==> src/pkg/xmb_pkg.sv <==
// package for the external memory bus block
// assumes one 40 MHz clock and an active-low asynchronous reset
package xmb_pkg;
    localparam int ADDR_W     = 20;
    localparam int ADDR_LO_W  = 16;
    localparam int DATA_W     = 16;
    localparam int WAIT_W     = 3;
    localparam logic [WAIT_W-1:0] WAIT_RDY_MIN = 3'h2;
    localparam logic [WAIT_W-1:0] WAIT_ONE     = 3'h1;
    localparam logic [WAIT_W-1:0] WAIT_RESET   = 3'h7;
    localparam logic              KEEP_RESET   = 1'b0;
    localparam logic [ADDR_W-1:0] ADDR_RESET   = 20'h0_0000;
    localparam logic [DATA_W-1:0] DATA_RESET   = 16'h0000;
    typedef enum logic [1:0] {
        XMB_SP_PROG,
        XMB_SP_DATA,
        XMB_SP_IO
    } xmb_space_t;
    typedef enum {
        XMB_IDLE,
        XMB_SWAIT,
        XMB_RWAIT,
        XMB_LAST,
        XMB_HOLD
    } xmb_state_t;
endpackage

==> src/pkg/xmb_sync_if.sv <==
// carries raw pin levels into the synchroniser and clean levels out
// assumes both ends share mclk_i
`timescale 1ns/1ps
`default_nettype none
interface xmb_sync_if;
    logic ready_raw;
    logic hold_raw;
    logic off_raw;
    logic ready_s;
    logic hold_s;
    logic off_s;
    modport top  (output ready_raw, hold_raw, off_raw,
                  input  ready_s, hold_s, off_s);
    modport sync (input  ready_raw, hold_raw, off_raw,
                  output ready_s, hold_s, off_s);
endinterface
`default_nettype wire

==> src/hw/xmb_sync.sv <==
// two-flop synchronisers for the asynchronous bus pins
// assumes raw levels come straight from pins
`timescale 1ns/1ps
`default_nettype none
module xmb_sync (
    input  wire logic mclk_i,
    input  wire logic rstn_i,
    xmb_sync_if.sync  s
);
    logic [2:0] meta_q, meta_d;
    logic [2:0] sync_q, sync_d;
    always_comb begin
        meta_d = {s.off_raw, s.hold_raw, s.ready_raw};
        sync_d = meta_q;
    end
    always_ff @(posedge mclk_i or negedge rstn_i) begin
        if (!rstn_i) begin
            meta_q <= 3'h6;
            sync_q <= 3'h6;
        end else begin
            meta_q <= meta_d;
            sync_q <= sync_d;
        end
    end
    assign s.ready_s = sync_q[0];
    assign s.hold_s  = sync_q[1];
    assign s.off_s   = sync_q[2];
endmodule // xmb_sync
`default_nettype wire

==> src/hw/xmb_bus.sv <==
// external memory bus of the signal processor: address, data, selects,
// strobes, wait states, hold and the outputs-off condition
// assumes the core holds req_i with stable fields until done_o pulses
`timescale 1ns/1ps
`default_nettype none
module xmb_bus (
    input  wire logic                         mclk_i,
    input  wire logic                         rstn_i,
    input  wire logic                         req_i,
    input  wire xmb_pkg::xmb_space_t          space_i,
    input  wire logic                         write_i,
    input  wire logic                         fetch_i,
    input  wire logic                         vector_i,
    input  wire logic [xmb_pkg::ADDR_W-1:0]   addr_i,
    input  wire logic [xmb_pkg::DATA_W-1:0]   wdata_i,
    input  wire logic [xmb_pkg::WAIT_W-1:0]   wait_states_i,
    input  wire logic                         bus_keeper_enable_i,
    output logic                              done_o,
    output logic [xmb_pkg::DATA_W-1:0]        rdata_o,
    input  wire logic                         ready_i,
    input  wire logic                         hold_req_n_i,
    input  wire logic                         test_reset_i,
    input  wire logic                         emulation_pin_zero_i,
    input  wire logic                         outputs_off_n_i,
    output logic [xmb_pkg::ADDR_W-1:0]        addr_o,
    output logic                              addr_oe_o,
    input  wire logic [xmb_pkg::DATA_W-1:0]   data_i,
    output logic [xmb_pkg::DATA_W-1:0]        data_o,
    output logic                              data_oe_o,
    output logic                              data_keep_o,
    output logic                              program_space_select_n_o,
    output logic                              data_space_select_n_o,
    output logic                              io_space_select_n_o,
    output logic                              memory_strobe_n_o,
    output logic                              io_strobe_n_o,
    output logic                              rd_wr_n_o,
    output logic                              bus_grant_n_o,
    output logic                              wait_states_done_n_o,
    output logic                              instr_fetch_n_o,
    output logic                              irq_vector_fetch_n_o,
    output logic                              machine_clock_out_o,
    output logic                              ctrl_oe_o
);
    import xmb_pkg::*;

    xmb_sync_if sif ();
    assign sif.ready_raw = ready_i;
    assign sif.hold_raw  = hold_req_n_i;
    assign sif.off_raw   = outputs_off_n_i;
    xmb_sync u_sync (
        .mclk_i (mclk_i),
        .rstn_i (rstn_i),
        .s      (sif)
    );

    // test reset and emulation pin are static straps, still synchronised
    logic [1:0] strap_m_q, strap_m_d, strap_q, strap_d;

    xmb_state_t          st_q, st_d;
    logic [WAIT_W-1:0]   cnt_q, cnt_d;
    logic [WAIT_W-1:0]   nws_q, nws_d;
    logic [ADDR_W-1:0]   addr_q, addr_d;
    logic [DATA_W-1:0]   wdat_q, wdat_d;
    logic [DATA_W-1:0]   rdat_q, rdat_d;
    xmb_space_t          sp_q, sp_d;
    logic                wr_q, wr_d, fet_q, fet_d, vec_q, vec_d;
    logic                done_q, done_d;
    logic                msc_q, msc_d;
    logic                mclk_q, mclk_d;
    logic                keep_q, keep_d;
    logic                grant_q, grant_d;
    logic                aoe_q, aoe_d, doe_q, doe_d, coe_q, coe_d;
    logic                ps_q, ps_d, ds_q, ds_d, is_q, is_d;
    logic                ms_q, ms_d, ios_q, ios_d, rw_q, rw_d;
    logic                iaq_q, iaq_d, irq_vector_fetch_n_q, irq_vector_fetch_n_d;
    logic                off_act, busy;

    function automatic logic [ADDR_W-1:0] ext_addr(
        input logic [ADDR_W-1:0] a, input xmb_space_t s);
        logic [ADDR_W-1:0] r;
        r = a;
        if (s != XMB_SP_PROG)
            r[ADDR_W-1:ADDR_LO_W] = '0;
        return r;
    endfunction

    always_comb begin
        strap_m_d = {emulation_pin_zero_i, test_reset_i};
        strap_d   = strap_m_q;
    end

    assign off_act = !sif.off_s && !strap_q[0] && strap_q[1];

    always_comb begin
        st_d    = st_q;
        cnt_d   = cnt_q;
        nws_d   = nws_q;
        addr_d  = addr_q;
        wdat_d  = wdat_q;
        rdat_d  = rdat_q;
        sp_d    = sp_q;
        wr_d    = wr_q;
        fet_d   = fet_q;
        vec_d   = vec_q;
        done_d  = 1'b0;
        msc_d   = msc_q;
        grant_d = grant_q;
        case (st_q)
            XMB_IDLE: begin
                msc_d   = 1'b1;
                grant_d = 1'b1;
                if (!sif.hold_s) begin
                    st_d = XMB_HOLD;
                end else if (req_i) begin
                    addr_d = ext_addr(addr_i, space_i);
                    wdat_d = wdata_i;
                    sp_d   = space_i;
                    wr_d   = write_i;
                    fet_d  = fetch_i;
                    vec_d  = vector_i;
                    nws_d  = wait_states_i;
                    cnt_d  = wait_states_i;
                    if (wait_states_i == '0) begin
                        st_d = XMB_LAST;
                    end else begin
                        st_d  = XMB_SWAIT;
                        msc_d = (wait_states_i < WAIT_RDY_MIN);
                    end
                end
            end
            XMB_SWAIT: begin
                cnt_d = cnt_q - WAIT_ONE;
                if (cnt_q == WAIT_RDY_MIN)
                    msc_d = 1'b1;
                if (cnt_q == WAIT_ONE) begin
                    st_d = (nws_q >= WAIT_RDY_MIN) ? XMB_RWAIT : XMB_LAST;
                end
            end
            XMB_RWAIT: begin
                if (sif.ready_s)
                    st_d = XMB_LAST;
            end
            XMB_LAST: begin
                if (!wr_q)
                    rdat_d = data_i;
                done_d = 1'b1;
                st_d   = XMB_IDLE;
            end
            XMB_HOLD: begin
                grant_d = 1'b0;
                if (sif.hold_s) begin
                    grant_d = 1'b1;
                    st_d    = XMB_IDLE;
                end
            end
            default: st_d = XMB_IDLE;
        endcase
    end

    assign busy = (st_d == XMB_SWAIT) || (st_d == XMB_RWAIT) ||
                  (st_d == XMB_LAST);

    always_comb begin
        mclk_d = !mclk_q;
        keep_d = bus_keeper_enable_i;
        aoe_d  = !off_act && (st_d != XMB_HOLD);
        coe_d  = !off_act;
        doe_d  = !off_act && busy && wr_d && sif.hold_s;
        ps_d   = !(busy && sp_d == XMB_SP_PROG);
        ds_d   = !(busy && sp_d == XMB_SP_DATA);
        is_d   = !(busy && sp_d == XMB_SP_IO);
        ms_d   = !(busy && sp_d != XMB_SP_IO);
        ios_d  = !(busy && sp_d == XMB_SP_IO);
        rw_d   = !(busy && wr_d);
        iaq_d  = !(busy && fet_d);
        irq_vector_fetch_n_d = !(busy && vec_d);
    end

    always_ff @(posedge mclk_i or negedge rstn_i) begin
        if (!rstn_i) begin
            strap_m_q <= 2'h0;
            strap_q   <= 2'h0;
            st_q      <= XMB_IDLE;
            cnt_q     <= '0;
            nws_q     <= WAIT_RESET;
            addr_q    <= ADDR_RESET;
            wdat_q    <= DATA_RESET;
            rdat_q    <= DATA_RESET;
            sp_q      <= XMB_SP_PROG;
            wr_q      <= 1'b0;
            fet_q     <= 1'b0;
            vec_q     <= 1'b0;
            done_q    <= 1'b0;
            msc_q     <= 1'b1;
            mclk_q    <= 1'b0;
            keep_q    <= KEEP_RESET;
            grant_q   <= 1'b1;
            aoe_q     <= 1'b0;
            doe_q     <= 1'b0;
            coe_q     <= 1'b0;
            ps_q      <= 1'b1;
            ds_q      <= 1'b1;
            is_q      <= 1'b1;
            ms_q      <= 1'b1;
            ios_q     <= 1'b1;
            rw_q      <= 1'b1;
            iaq_q     <= 1'b1;
            irq_vector_fetch_n_q    <= 1'b1;
        end else begin
            strap_m_q <= strap_m_d;
            strap_q   <= strap_d;
            st_q      <= st_d;
            cnt_q     <= cnt_d;
            nws_q     <= nws_d;
            addr_q    <= addr_d;
            wdat_q    <= wdat_d;
            rdat_q    <= rdat_d;
            sp_q      <= sp_d;
            wr_q      <= wr_d;
            fet_q     <= fet_d;
            vec_q     <= vec_d;
            done_q    <= done_d;
            msc_q     <= msc_d;
            mclk_q    <= mclk_d;
            keep_q    <= keep_d;
            grant_q   <= grant_d;
            aoe_q     <= aoe_d;
            doe_q     <= doe_d;
            coe_q     <= coe_d;
            ps_q      <= ps_d;
            ds_q      <= ds_d;
            is_q      <= is_d;
            ms_q      <= ms_d;
            ios_q     <= ios_d;
            rw_q      <= rw_d;
            iaq_q     <= iaq_d;
            irq_vector_fetch_n_q    <= irq_vector_fetch_n_d;
        end
    end

    assign done_o                   = done_q;
    assign rdata_o                  = rdat_q;
    assign addr_o                   = addr_q;
    assign addr_oe_o                = aoe_q;
    assign data_o                   = wdat_q;
    assign data_oe_o                = doe_q;
    assign data_keep_o              = keep_q;
    assign program_space_select_n_o = ps_q;
    assign data_space_select_n_o    = ds_q;
    assign io_space_select_n_o      = is_q;
    assign memory_strobe_n_o        = ms_q;
    assign io_strobe_n_o            = ios_q;
    assign rd_wr_n_o                = rw_q;
    assign bus_grant_n_o            = grant_q;
    assign wait_states_done_n_o     = msc_q;
    assign instr_fetch_n_o          = iaq_q;
    assign irq_vector_fetch_n_o     = irq_vector_fetch_n_q;
    assign machine_clock_out_o      = mclk_q;
    assign ctrl_oe_o                = coe_q;
endmodule // xmb_bus
`default_nettype wire

==> config.mk <==
export PLATFORM = sky130hd
export DESIGN_NAME = xmb_bus
export DESIGN_NICKNAME = d
export VERILOG_FILES = /design/src/pkg/xmb_pkg.sv /design/src/pkg/xmb_sync_if.sv /design/src/hw/xmb_sync.sv /design/src/hw/xmb_bus.sv
export SDC_FILE = /design/constraint.sdc
export NUM_CORES = 1
export LEC_CHECK = 0
export BUFFER_PORTS_ARGS = -buffer_cell sky130_fd_sc_hd__buf_2
export CORE_AREA = 2 2 116 84
export CTS_BUF_LIST = sky130_fd_sc_hd__clkbuf_16
export DETAILED_ROUTE_END_ITERATION = 10
export DIE_AREA = 0 0 118 86
export GPL_TIMING_DRIVEN = 0
export HOLD_SLACK_MARGIN = 0.03
export PLACE_DENSITY_LB_ADDON = 0.25
export SYNTH_ARGS = -nofsm -noshare
export SYNTH_HDL_FRONTEND = slang
export SYNTH_SLANG_ARGS = --single-unit
==> constraint.sdc <==
create_clock -name mclk_i -period 2.8 [get_ports mclk_i]
set_input_delay 0.42 -clock mclk_i [delete_from_list [all_inputs] [get_ports mclk_i]]
set_output_delay 0.42 -clock mclk_i [all_outputs]
set_load 0.02 [all_outputs]
Word level (Yosys, flattened, before mapping)

Index checks and enable logic that the tools add are counted.

Input port bits: 69
Output and inout bits: 68
Word-level logic and storage cells: 117
Bits in read-only memories: 0
Memories: 0
Bits in writable memories: 0
Register bits: 120
Latch bits: 0

Muxes and demuxes: 32
Add/sub/neg operators: 1
Bitwise operators: 1
$mul: 0
Equality and inequality tests: 16
Shift operators: 0
Div/mod/pow operators: 0
$lt $le $gt $ge: 2
Reductions and logical operators: 36

Operator list:

| kind                                                               | number |
|---|---|
| two-way mux 32 bit                                                 | 5 |
| one-hot mux 32 bit (4 select lines)                                | 1 |
| equality test 32 x 2 -> 1 bit (second input constant)              | 3 |
| equality test 32 x 3 -> 1 bit (second input constant)              | 3 |
| equality test 32 x 1 -> 1 bit (second input constant)              | 1 |
| logical NOT 32 bit                                                 | 1 |
| != test 32 x 4 -> 1 bit (second input constant)                    | 1 |
| two-way mux 1 bit                                                  | 16 |
| logical AND 1 bit                                                  | 13 |
| logical NOT 1 bit                                                  | 11 |
| two-way mux 2 bit                                                  | 4 |
| two-way mux 3 bit                                                  | 2 |
| != test 2 bit (second input constant)                              | 3 |
| one-hot mux 3 bit (2 select lines)                                 | 1 |
| AND reduction 3 bit                                                | 2 |
| nonzero test 2 bit                                                 | 3 |
| two-way mux 4 bit                                                  | 1 |
| one-hot mux 1 bit (2 select lines)                                 | 2 |
| AND reduction 2 bit                                                | 2 |
| equality test 3 x 1 -> 1 bit (second input constant)               | 1 |
| equality test 3 x 2 -> 1 bit (second input constant)               | 1 |
| greater-or-equal comparator 3 x 2 -> 1 bit (second input constant) | 1 |
| logical NOT 3 bit                                                  | 1 |
| < comparator 3 x 2 -> 1 bit (second input constant)                | 1 |
| other kinds (7)                                                    | 8 |

Longest topological paths before layout

Gate-level depths: netlist of the first run.

Word-level depth: 11
Gate-level depth with buffers: 6
Depth with buffers taken out: 6

By module

From an unflattened synthesis of the first run, not the netlist that was laid out.

Cell total of the unflattened synthesis: 282
Area, all modules: 4292.9 um^2

Modules (own cells, without submodules):

| module   | area an instance (um^2) | cells each | seq. area each (um^2) | instances |
|---|---|---|---|---|
| xmb_bus  | 4137.7                  | 276        | 2841.5                | 1 |
| xmb_sync | 155.1                   | 6          | 155.1                 | 1 |

Least setup slack after synthesis of the first run

OpenSTA, ideal clock, no wires.

Path kind: flip-flop to flip-flop
Start point: reg st_q[19]
End point: reg fet_q
Path buffers: 1
Required time: 2.675 ns
Stages on the path, launching flop included: 6
Setup time: 0.125 ns
Clock period less this slack: 2.071 ns
Arrival: 1.946 ns
Path slack: 0.729 ns
Cell sequence: dfrtp_1 nor4_1 nand4_2 nor4_4 buf_6 mux2_2

Cells in the longest elaborated chain, start to end: 2

Ends and longest elaborated chain:

| what                   | line           | RTL |
|---|---|---|
| from (decl)            | xmb_bus.sv:59  | `xmb_state_t st_q, st_d;` |
| from (signal assigned) | xmb_bus.sv:212 | `st_q <= st_d;` |
| logical NOT 32 bit     | xmb_bus.sv:108 | `case (st_q)` |
| two-way mux 1 bit      | xmb_bus.sv:108 |  |
| via fet_d              | xmb_bus.sv:66  | `logic wr_q, wr_d, fet_q, fet_d, vec_q, vec_d;` |
| to (signal assigned)   | xmb_bus.sv:220 | `fet_q <= fet_d;` |
| to (decl)              | xmb_bus.sv:66  |  |

The timed path passes the listed nets, and every way through them passes these cells.
A chain may end at the register's enable or synchronous reset.

Worst setup path after layout of the first run

Start point: reg st_q[19]
End point: reg wdat_q[9], in the netlist data_o[9]

Cells in the longest elaborated chain, start to end: 2

Ends and longest elaborated chain:

| what                                 | line           | RTL |
|---|---|---|
| logical NOT 32 bit                   | xmb_bus.sv:108 |  |
| AND reduction 3 bit (no source line) | -              |  |
| to (signal assigned)                 | xmb_bus.sv:216 | `wdat_q <= wdat_d;` |
| to (decl)                            | xmb_bus.sv:63  | `logic [DATA_W-1:0] wdat_q, wdat_d;` |

Every way passes these cells.

==> results.md, run 1 <==
* Hold slack at 0.1215 ns
* Register bit total from synthesis at 119
* CTS tree: done
* GRT overflow at 0
* Hold WC Path Type: input pin to register
* Port Buf Inserts at 136
* Layout cells sized above 1 at 48.89%
* Core Footprint at 0.008962 sq mm
* Worst slew pin tran at 1.199 ns
* DR iter-0 viols at ~210
* Number of vias per cell at 4.716
* EDFF count, synth at 0
* Gate Count Post-Synth at approximately 300
* Commonest cells post-synth: 104 x dfrtp_1, 55 x mux2_2, 15 x dfstp_2, 15 x nand2_1
* Vias in the first global route at between 3,000 and 4,000
* Top Ports at roughly 140
* Synth top area share at between 50% and 60%
* Final wirelength at 8.610 mm
* Final number of setup-violating endpoints at 0
* Final hold vios at 0
* Largest net degree at the start of global routing at 104
* Synth cell types at 42
* Ant diodes at 0
* Unrepaired setup endpoints after global routing: no
* Clock root cell: clkbuf_16
* Initial core utilization at 49.11%
* Clock skew at 0.01082 ns
* Wire length of the first global-routing pass at about 15 mm
* Final HPWL DP at 5.979 mm
* Cell Count, Final, Fillers Out at between 600 and 700
* DP Cell Count at 586
* Die ar. at 0.01015 sq mm
* Ranking of synthesized cells by area: dfrtp_1 59%, mux2_2 14%, dfstp_2 9.0%, buf_6 1.3%, nand2_1 1.3%
* Worst VDD drop at 0.5268 mV
* Fin crit period at 2.438 ns
* Die Height at 86 microns
* Final critical-path share of the clock period at 87.08%
* Critical Path AT at ~2.7 ns
* GP Congestion at 0.8928
* Setup CP Type: register to register
* Vias after detailed routing at around 2,900
* Synth Flop Type: dfrtp_1
* WP data required at 3.08 ns
* # Max-Cap Violations at 0
* Post-CTS sizing at 0
* PD cells at 662.6 mW/mm^2
* Asr flop ratio synth at 100.0%
* Fmax at around 410 MHz
* Critical Path Sink Type: register
* Clock tree buffer depth at 2
* Clock-pin transition on the worst setup and hold timing paths at 0.05 ns
* Status: finished clean
* H-tree lvl count at 4
* Synth-to-Final Area Change at 35.33%
* Pleak at 3.063 nW
* Die Wd at 118 microns
* DR DRC count at 0
* Cell taking the most area after synthesis: dfrtp_1
* Total track usage at between 10% and 20%
* Sequential area share after synthesis at 68.08%
* Total Nets Final at 554
* Setup crit start kind: register
* Most frequent cell after synthesis: dfrtp_1
* Row cnt at 29
* R2R Setup Slk at 0.36 ns
* Sink Count at 119
* Final slew viol count at 0
* Syn avg cell area at about 15 sq um
* Synth Warn # at 0
* Initial antenna violation count at 0
* Post-route ant nets at 0
* Postcts setup bufs at 0
* Slew HR at 18.97%
* Crit Path Max Fanout at 10
* Clk_lat worst skew at 0.40 ns
* Routed length per instance at 13.91 microns
* Router iterations before antenna repair at 4
* Cell Area, Synth at roughly 0.0044 sq mm
* TritonCTS Buffers at 17
## registers in the layout, indices dropped and copies added, names as in the netlist, 2 cells and up
signal	cells
cnt_q	3
nws_q	2
strap_d	2
u_sync.meta_q	3
strap_q	2
addr_o	20
rdata_o	16
sp_q	2
data_o	16
st_q	32
u_sync.sync_q	3
## what timing repair did
| item | CTS | global route |
|---|---|---|
| hold buffers | 1 | 0 |
| setup endpoints to repair | 0 | 0 |
| hold endpoints to repair | 16 | 0 |
## layer usage
metal | global-route usage (%) | vias up | share of wire, % | wire length (microns)
met2 | 29.55 | 132 | 46 | 3994
met5 | 0 | - | 0 | 0
met3 | 8.577 | 9 | 9.8 | 843
met1 | 22.95 | 1392 | 43 | 3687
met4 | 6.134 | 0 | 0.99 | 85
li1 | - | 1386 | - | -
## final cells by class
class | instances | area (sq um)
Tap cell | 124 | 155.1
Timing Repair Buffer | 138 | 724.4
Buffer | 11 | 83.83
Sequential cell | 119 | 2997
Inverter | 10 | 37.54
Clock inverter | 15 | 145.1
Clock buffer | 17 | 425.4
Fill cell | 656 | 3005
Multi-Input combinational cell | 185 | 1389
## where the power goes
part           leakage (nW)  total, mW  internal [mW]  switching, mW
combinational          1.29      0.119         0.0500         0.0689
clock                 0.284       2.06           1.37          0.696
sequential             1.49       1.77           1.76         0.0100
total                  3.06       3.95           3.17          0.775
## logic make-up (layout without fill, tap and decap cells)
group / after synthesis / in the layout / share of synthesized area, %
AOI/OAI and AO/OA: 29 / 29 / 4.264
adders and majority gates: 3 / 3 / 0.8528
buffers and inverters: 21 / 191 / 2.757
DFF: 119 / 119 / 68.08
muxes: 62 / 62 / 15.72
other: 1 / 29 / 0.08519
and+or+nand+nor: 62 / 62 / 8.243
## through the flow
step | area [sq um] | util [%] | total power, mW | TNS, ns | setup slack [ns]
floorplan | 4507 | - | 1.816 | 0 | 0.7293
global placement | 5343 | 59.61 | 1.902 | -3.314 | -0.03990
detailed placement | 5376 | 59.99 | 1.913 | 0 | 0.3263
CTS | 5957 | 66.47 | 3.994 | 0 | 0.3186
global route | 5957 | 66.47 | 4.104 | 0 | 0.1192
finish | 5957 | 66.47 | 3.947 | 0 | 0.3617
## critical path, cell delays in order, from the launching register on
cell,delay (ns)
dfrtp_1,0.35
nor4_1,0.36
nand4_2,0.35
nor4_4,0.65
buf_6,0.25
mux2_2,0.35
## path summary, 6_finish.rpt
path	startpoint	end	cells after the start
max	st_q[19]$_DFF_PN0_	data_o[9]$_DFFE_PN0P_	5
min	hold_req_n_i	u_sync.meta_q[1]$_DFF_PN1_	1
max reg2reg	st_q[19]$_DFF_PN0_	data_o[9]$_DFFE_PN0P_	5
min reg2reg	u_sync.meta_q[0]$_DFF_PN0_	u_sync.sync_q[0]$_DFF_PN0_	0
max in group asynchronous	rstn_i	io_strobe_n_o$_DFF_PN1_	3
min in group asynchronous	rstn_i	data_keep_o$_DFF_PN0_	2
## cells in the final DEF, fill, tap and decap left out, drive strengths merged, types with 3 or more instances in the layout
cell	instances
a21oi	7
nor4	9
ha	3
o21ai	8
clkinv	7
nand3	3
clkbuf	21
nor2	10
dfrtp	104
nor2b	5
a21boi	3
buf	144
conb	29
inv	13
nor3	4
mux2	57
mux2i	5
nand2	15
bufinv	3
nand4	3
o31ai	3
dfstp	15
No activity file was read; power rests on OpenSTA's default activity.
==> inputs of run 2 (changes only) <==
--- a/config.mk
+++ b/config.mk
@@ -6,13 +6,14 @@
 export NUM_CORES = 1
 export LEC_CHECK = 0
 export BUFFER_PORTS_ARGS = -buffer_cell sky130_fd_sc_hd__buf_2
-export CORE_AREA = 2 2 116 84
+export CORE_AREA = 2 2 114 83
 export CTS_BUF_LIST = sky130_fd_sc_hd__clkbuf_16
 export DETAILED_ROUTE_END_ITERATION = 10
-export DIE_AREA = 0 0 118 86
+export DIE_AREA = 0 0 116 85
 export GPL_TIMING_DRIVEN = 0
 export HOLD_SLACK_MARGIN = 0.03
 export PLACE_DENSITY_LB_ADDON = 0.25
 export SYNTH_ARGS = -nofsm -noshare
 export SYNTH_HDL_FRONTEND = slang
+export SYNTH_HIERARCHICAL = 1
 export SYNTH_SLANG_ARGS = --single-unit
==> run 2 against run 1 <==
Compared with the run above: sequential cell count is the same; critical path depth increased by 1; first-iteration DRC count fell by 8.5%; hold slack worse by 0.0050 ns; critical endpoint is now rdata_o[12]$_DFFE_PN0P_; largest power group unchanged; highest routed layer unchanged.
==> results.md, run 2 <==
* Status: finished clean
* Hold WC Path Type: input pin to register
* WP data required at 3.08 ns
* Row cnt at 29
* Sequential area share after synthesis at 69.80%
* Die Height at ~85 microns
* PD cells at around 660 mW/mm^2
* Asr flop ratio synth at 100.0%
* Routed length per instance at 13.92 microns
* Fmax at 388.6 MHz
* Number of vias per cell at 4.700
* Pleak at between 3 and 4 nW
* # Max-Cap Violations at 0
* Clock tree buffer depth at 2
* GRT overflow at 0
* Final HPWL DP at 5.882 mm
* Total Nets Final at about 540
* Worst VDD drop at 0.5127 mV
* DR iter-0 viols at 193
* Multi-input logic area at roughly 0.0013 sq mm
* Die ar. at roughly 0.01 sq mm
* Power Total at 3.853 mW
* Wire length on met3 at 744 microns
* Clock skew at about 0.0099 ns
* Postcts setup bufs at 0
* CTS tree: done
* Slowest Stage Delay on Critical Path at 0.50 ns
* Sink Count at 119
* Slowest CP cell: or3_4
* Clock root cell: clkbuf_16
* TritonCTS Buffers at 17
* Synth Flop Type: dfrtp_1
* Met2 Wirelength at 3.782 mm
* Register bit total from synthesis at ~120
* Slew HR at a little under two thirds
* Worst r2r src: st_q[31]$_DFF_PN0_
* Cell Count, Final, Fillers Out at 604
* Post-route ant nets at 0
* Commonest non-fill, non-tap cells in the layout: 141 x buf_2, 104 x dfrtp_1, 43 x mux2_2
* Port Buf Inserts at 136
* Max Used Layer: met4
* GP Congestion at 0.8036
* Synth Warn # at 6
* DP Cell Count at around 570
* Most frequent cell after synthesis: dfrtp_1
* H-tree lvl count at 4
* Largest net degree at the start of global routing at 79
* Wire length of the first global-routing pass at 13.53 mm
* Commonest non-fill, non-tap cell in the layout: buf_2
* Unrepaired setup endpoints after global routing: no
* Number of flip-flops under the largest register name at 32
* Cell taking the most area after synthesis: dfrtp_1
* Critical Path Sink Type: register
* Crit Path Max Fanout at 10
* Final number of setup-violating endpoints at 0
* Gate Count Post-Synth at 282
* Sequential cell area at between 0.002 and 0.003 sq mm
* M1 WL at between 3 and 4 mm
* Setup CP Type: register to register
* Total track usage at a little under a fifth
* Clock-pin transition on the worst setup and hold timing paths at 0.05 ns
* Ranking of synthesized cells by area: dfrtp_1 61%, mux2_2 11%, dfstp_2 9.2%, mux2_4 3.5%, o21ai_0 1.2%
* Worst slew pin tran at ~0.54 ns
* Syn avg cell area at about 15 sq um
* Core Footprint at between 0.008 and 0.009 sq mm
* DR DRC count at 0
* EDFF count, synth at 0
* Router iterations before antenna repair at 4
* Commonest cells post-synth: 104 x dfrtp_1, 43 x mux2_2, 15 x dfstp_2
* Ant diodes at 0
* Worst R2R Path Depth at 6
* Fin crit period at 2.573 ns
* Final critical-path share of the clock period at between 90% and 100%
* Vias in the first global route at 2,870
* Critical Path AT at 2.85 ns
* Setup crit start kind: register
* Layout cells sized above 1 at 52.08%
* Largest Register: st_q
* Top Ports at 137
* Synth cell types at 38
* Initial core utilization at 48.89%
* Final wirelength at 8.408 mm
* Hold path start: outputs_off_n_i
* Initial antenna violation count at 0
* Final hold vios at 0
* Worst reg2reg path endpoint: rdata_o[12]$_DFFE_PN0P_
* Layout filler cell count at 685
* Clk_lat worst skew at 0.40 ns
* Synth top area share at around three fifths
* Synth-to-Final Area Change at 35.70%
* CP Cell Sequence: nor4_1 -> nand4_1 -> or3_4 -> nor3_4 -> buf_12 -> mux2_4
* Vias after detailed routing at approximately 2,800
* End of the worst hold path: u_sync/meta_q[2]$_DFF_PN1_
* Final slew viol count at 0
* Cell Area, Synth at 0.004293 sq mm
* Hold Path Depth at 1
* R2R Setup Slk at 0.23 ns
* Die Wd at 116 microns
run 2: cell type report:
cell class | instances | area share, %
well taps | 124 | 2.663
plain buffers | 10 | 1.181
inverters | 11 | 0.7088
repair buffers | 138 | 12.37
flip-flops and latches | 119 | 51.44
clock inverters | 15 | 2.083
clock buffers | 17 | 7.302
multi-input cells | 170 | 22.25
run 2: worst max path at each step:
stage | depth (start not counted) | from | slack (ns) | to
after floorplan | 6 | st_q[20]$_DFF_PN0_ | 0.63 | rdata_o[10]$_DFFE_PN0P_
after global placement | 1 | rstn_i | -0.01 | rdata_o[9]$_DFFE_PN0P_
after detailed placement | 6 | u_sync/sync_q[1]$_DFF_PN1_ | 0.12 | vec_q$_DFF_PN0_
after CTS | 6 | u_sync/sync_q[1]$_DFF_PN1_ | 0.11 | vec_q$_DFF_PN0_
after global routing | 6 | st_q[31]$_DFF_PN0_ | 0.06 | rdata_o[10]$_DFFE_PN0P_
final | 6 | st_q[31]$_DFF_PN0_ | 0.23 | rdata_o[12]$_DFFE_PN0P_
run 2: cell families (layout without fill, tap and decap cells):
| family | Yosys count | count (layout) | share of synthesized area [%] |
|---|---|---|---|
| and+or+nand+nor | 57 | 57 | 7.753 |
| muxes | 53 | 53 | 14.78 |
| adders and majority gates | 3 | 3 | 0.8745 |
| DFF | 119 | 119 | 69.80 |
| AOI/OAI and AO/OA | 28 | 28 | 4.139 |
| buffers and inverters | 21 | 191 | 2.565 |
| other | 1 | 29 | 0.08735 |
run 2: worst max-delay path, delay by kind of cell (launching register included):
kind	cells	cell delay (ns)
AND/OR/NAND/NOR	4	1.58
flip-flops	1	0.36
multiplexers	1	0.30
buffers and inverters	1	0.21
run 2: per-stage QoR:
step / hold slack (ns) / setup slack, ns / utilization (%) / setup TNS [ns] / area, sq um
after floorplan: 0.1244 / 0.6250 / - / 0 / 4398
after global placement: 0.3340 / -0.01388 / 59.60 / -0.7223 / 5234
after detailed placement: 0.3347 / 0.1163 / 59.95 / 0 / 5264
after CTS: 0.1011 / 0.1109 / 66.29 / 0 / 5821
after global routing: 0.09821 / 0.05744 / 66.34 / 0 / 5826
final: 0.1165 / 0.2269 / 66.34 / 0 / 5826
run 2: timing repair:
item                                    4_1_cts  5_1_grt
hold buffers                                  1        0
endpoints found under the setup margin        0        4
resized for setup                             0        1
endpoints found under the hold margin        38        0
run 2: power breakdown:
| part | internal (mW) | total (mW) | switching, mW |
|---|---|---|---|
| logic | 0.0453 | 0.107 | 0.0618 |
| registers | 1.76 | 1.77 | 0.0112 |
| clock network | 1.28 | 1.98 | 0.702 |
| total | 3.08 | 3.85 | 0.775 |
run 2: metal layers:
layer | vias to the layer above | GRT usage [%]
met5 | - | 0
met4 | 0 | 8.333
met3 | 16 | 7.571
met2 | 129 | 26.21
met1 | 1368 | 24.10
li1 | 1326 | -
==> inputs of run 3 (changes only) <==
--- a/config.mk
+++ b/config.mk
@@ -13,6 +13,7 @@
 export GPL_TIMING_DRIVEN = 0
 export HOLD_SLACK_MARGIN = 0.03
 export PLACE_DENSITY_LB_ADDON = 0.25
+export SETUP_SLACK_MARGIN = 0.5
 export SYNTH_ARGS = -nofsm -noshare
 export SYNTH_HDL_FRONTEND = slang
 export SYNTH_HIERARCHICAL = 1
==> run 3 against run 2 <==
Compared with the run above: via count rose by 1.5%; clock power hardly changed; global-route usage grew 0.20 points; count of clock-buffer cells in the layout stayed put; routed wire length increased by 2.2%; combinational power about the same; sequential share of layout area fell by 1.3 points; worst setup slack better by 0.35 ns; sequential power about the same; non-clock buffer count is 9 higher; largest power group unchanged; highest routed layer unchanged.
==> results.md, run 3 (synthesis gave the netlist of run 2 again) <==
* Status: finished clean
* DR DRC count at 0
* Cell Count, Final, Fillers Out at slightly above 600
* Sink Count at 119
* Fmax at between 400 and 500 MHz
* Commonest non-fill, non-tap cell in the layout: buf_2
* Vias after detailed routing at between 2,000 and 3,000
* Layout cells sized above 1 at 53.58%
* End of the worst hold path: u_sync/meta_q[2]$_DFF_PN1_
* Worst r2r src: u_sync/sync_q[1]$_DFF_PN1_
* Setup ws final at 0.5808 ns
* Slowest CP cell: dfstp_2
* Setup crit start kind: register
* Worst slack, placed at about 0.12 ns
* Initial core utilization at a little under 50%
* GP Congestion at 0.8036
* Power Total at 3.860 mW
* Clock root cell: clkbuf_16
* GRT overflow at 0
* Worst reg2reg path endpoint: addr_o[5]$_DFFE_PN0P_
* R2R Setup Slk at 0.58 ns
* Hold path start: outputs_off_n_i
* Delay-heaviest family, CP: simple AND/OR/NAND/NOR gates
* Wire length of the first global-routing pass at 13.68 mm
* Multi-input logic area at 0.001328 sq mm
* Setup CP Type: register to register
* Setup TNS at 0 ns
* Die Height at 85 microns
* Worst slew pin tran at roughly 0.55 ns
* Die ar. at 0.009860 sq mm
* Commonest non-fill, non-tap cells in the layout: 138 x buf_2, 104 x dfrtp_1, 43 x mux2_2
* Pleak at 3.115 nW
* Sequential cell area at 0.002997 sq mm
* # Max-Cap Violations at 0
* H-tree lvl count at 4
* Die Wd at 116 microns
* Hold Path Depth at 1
* Hold WC Path Type: input pin to register
* Largest net degree at the start of global routing at 79
* Top Ports at 137
* Core Footprint at 0.008781 sq mm
* Final slew viol count at 0
* Largest Register: st_q
* Final wirelength at 8.589 mm
* DP Cell Count at 571
* Crit Path Max Fanout at 10
* Clk_lat worst skew at 0.40 ns
* Routed length per instance at 14.01 microns
* Worst R2R Path Depth at 6
* Number of flip-flops under the largest register name at 32
* Final HPWL DP at 5.882 mm
* Clock-pin transition on the worst setup and hold timing paths at 0.05 ns
* Post-route ant nets at 0
* Buffers plus inverters on the worst setup path at 2
* Router iterations before antenna repair at 4
* Port Buf Inserts at 136
* Fin crit period at approximately 2.2 ns
* Clock tree buffer depth at 2
* Initial antenna violation count at 0
* Layout filler cell count at 668
* Total track usage at 18.36%
* TritonCTS Buffers at 17
* Ant diodes at 0
* CTS tree: done
* Final number of setup-violating endpoints at 0
* Unrepaired setup endpoints after global routing: yes
* PD cells at 645.3 mW/mm^2
* Critical Path AT at 2.50 ns
* Row cnt at 29
* Synth-to-Final Area Change at 39.32%
* Total Nets Final at 548
* Critical Path Sink Type: register
* CP Cell Sequence: nand2_1 -> or4_4 -> nor3_4 -> buf_4 -> clkbuf_4 -> mux2_2
* Worst path depth at 6
* Worst VDD drop at 0.5125 mV
* WP data required at 3.08 ns
* Number of vias per cell at approximately 4.7
* Slew HR at 62.91%
* Slowest Stage Delay on Critical Path at 0.55 ns
* Final critical-path share of the clock period at 79.26%
* Final hold vios at 0
* DR iter-0 viols at 215
* Vias in the first global route at between 2,000 and 3,000
* Clock skew at 0.008169 ns
-- run 3: cell types whose count changed in the layout (fill, tap and decap cells not counted), sizes merged --
cell	change
buf	+7
clkbuf	+2
-- run 3: worst max-delay path by stage --
stage	startpoint	endpoint	slack (ns)
2_1_floorplan	st_q[20]$_DFF_PN0_	rdata_o[10]$_DFFE_PN0P_	0.63
3_3_place_gp	rstn_i	rdata_o[9]$_DFFE_PN0P_	-0.01
3_5_place_dp	u_sync/sync_q[1]$_DFF_PN1_	vec_q$_DFF_PN0_	0.12
4_1_cts	u_sync/sync_q[1]$_DFF_PN1_	addr_o[15]$_DFFE_PN0P_	0.51
5_1_grt	st_q[27]$_DFF_PN0_	rdata_o[1]$_DFFE_PN0P_	0.45
6_report	u_sync/sync_q[1]$_DFF_PN1_	addr_o[5]$_DFFE_PN0P_	0.58
-- run 3: stage by stage --
step / utilization [%] / hold slack, ns / cell area [sq um]
floorplan: - / 0.1244 / 4398
global placement: 59.60 / 0.3340 / 5234
detailed placement: 59.95 / 0.3347 / 5264
CTS: 66.90 / 0.1011 / 5874
global route: 68.11 / 0.09821 / 5981
finish: 68.11 / 0.1157 / 5981
-- run 3: cell type report --
class                           instances  share of cell area [%]
Inverter                               11                  0.6904
Multi-Input combinational cell        170                   22.20
Timing Repair Buffer                  147                   13.81
Clock inverter                         15                   2.029
Buffer                                 10                   1.464
Tap cell                              124                   2.594
Clock buffer                           17                   7.113
Sequential cell                       119                   50.10
-- run 3: power by group --
| part | internal (mW) | switching (mW) |
|---|---|---|
| logic | 0.0465 | 0.0620 |
| registers | 1.76 | 0.0132 |
| clock network | 1.28 | 0.705 |
-- run 3: worst reg2reg max path: stages (launching register included) --
cell and delay, ns:
dfstp_2 0.55, nand2_1 0.08, or4_4 0.47, nor3_4 0.29
buf_4 0.15, clkbuf_4 0.20, mux2_2 0.36
-- run 3: repair_timing --
| item | in CTS | in global routing |
|---|---|---|
| hold endpoints to repair | 38 | 0 |
| pin swaps | 4 | 6 |
| hold buffers | 1 | 0 |
| gates cloned | 0 | 1 |
| setup endpoints to repair | 73 | 34 |
| setup buffers | 5 | 3 |
| resized for setup | 4 | 10 |
-- run 3: routing by layer --
| metal | vias to the layer above | GRT usage (%) | part of all wire, % |
|---|---|---|---|
| met5 | - | 0 | 0 |
| li1 | 1350 | - | - |
| met4 | 0 | 8.117 | 1.5 |
| met2 | 125 | 26.79 | 45 |
| met1 | 1393 | 24.31 | 45 |
| met3 | 13 | 7.571 | 8.7 |
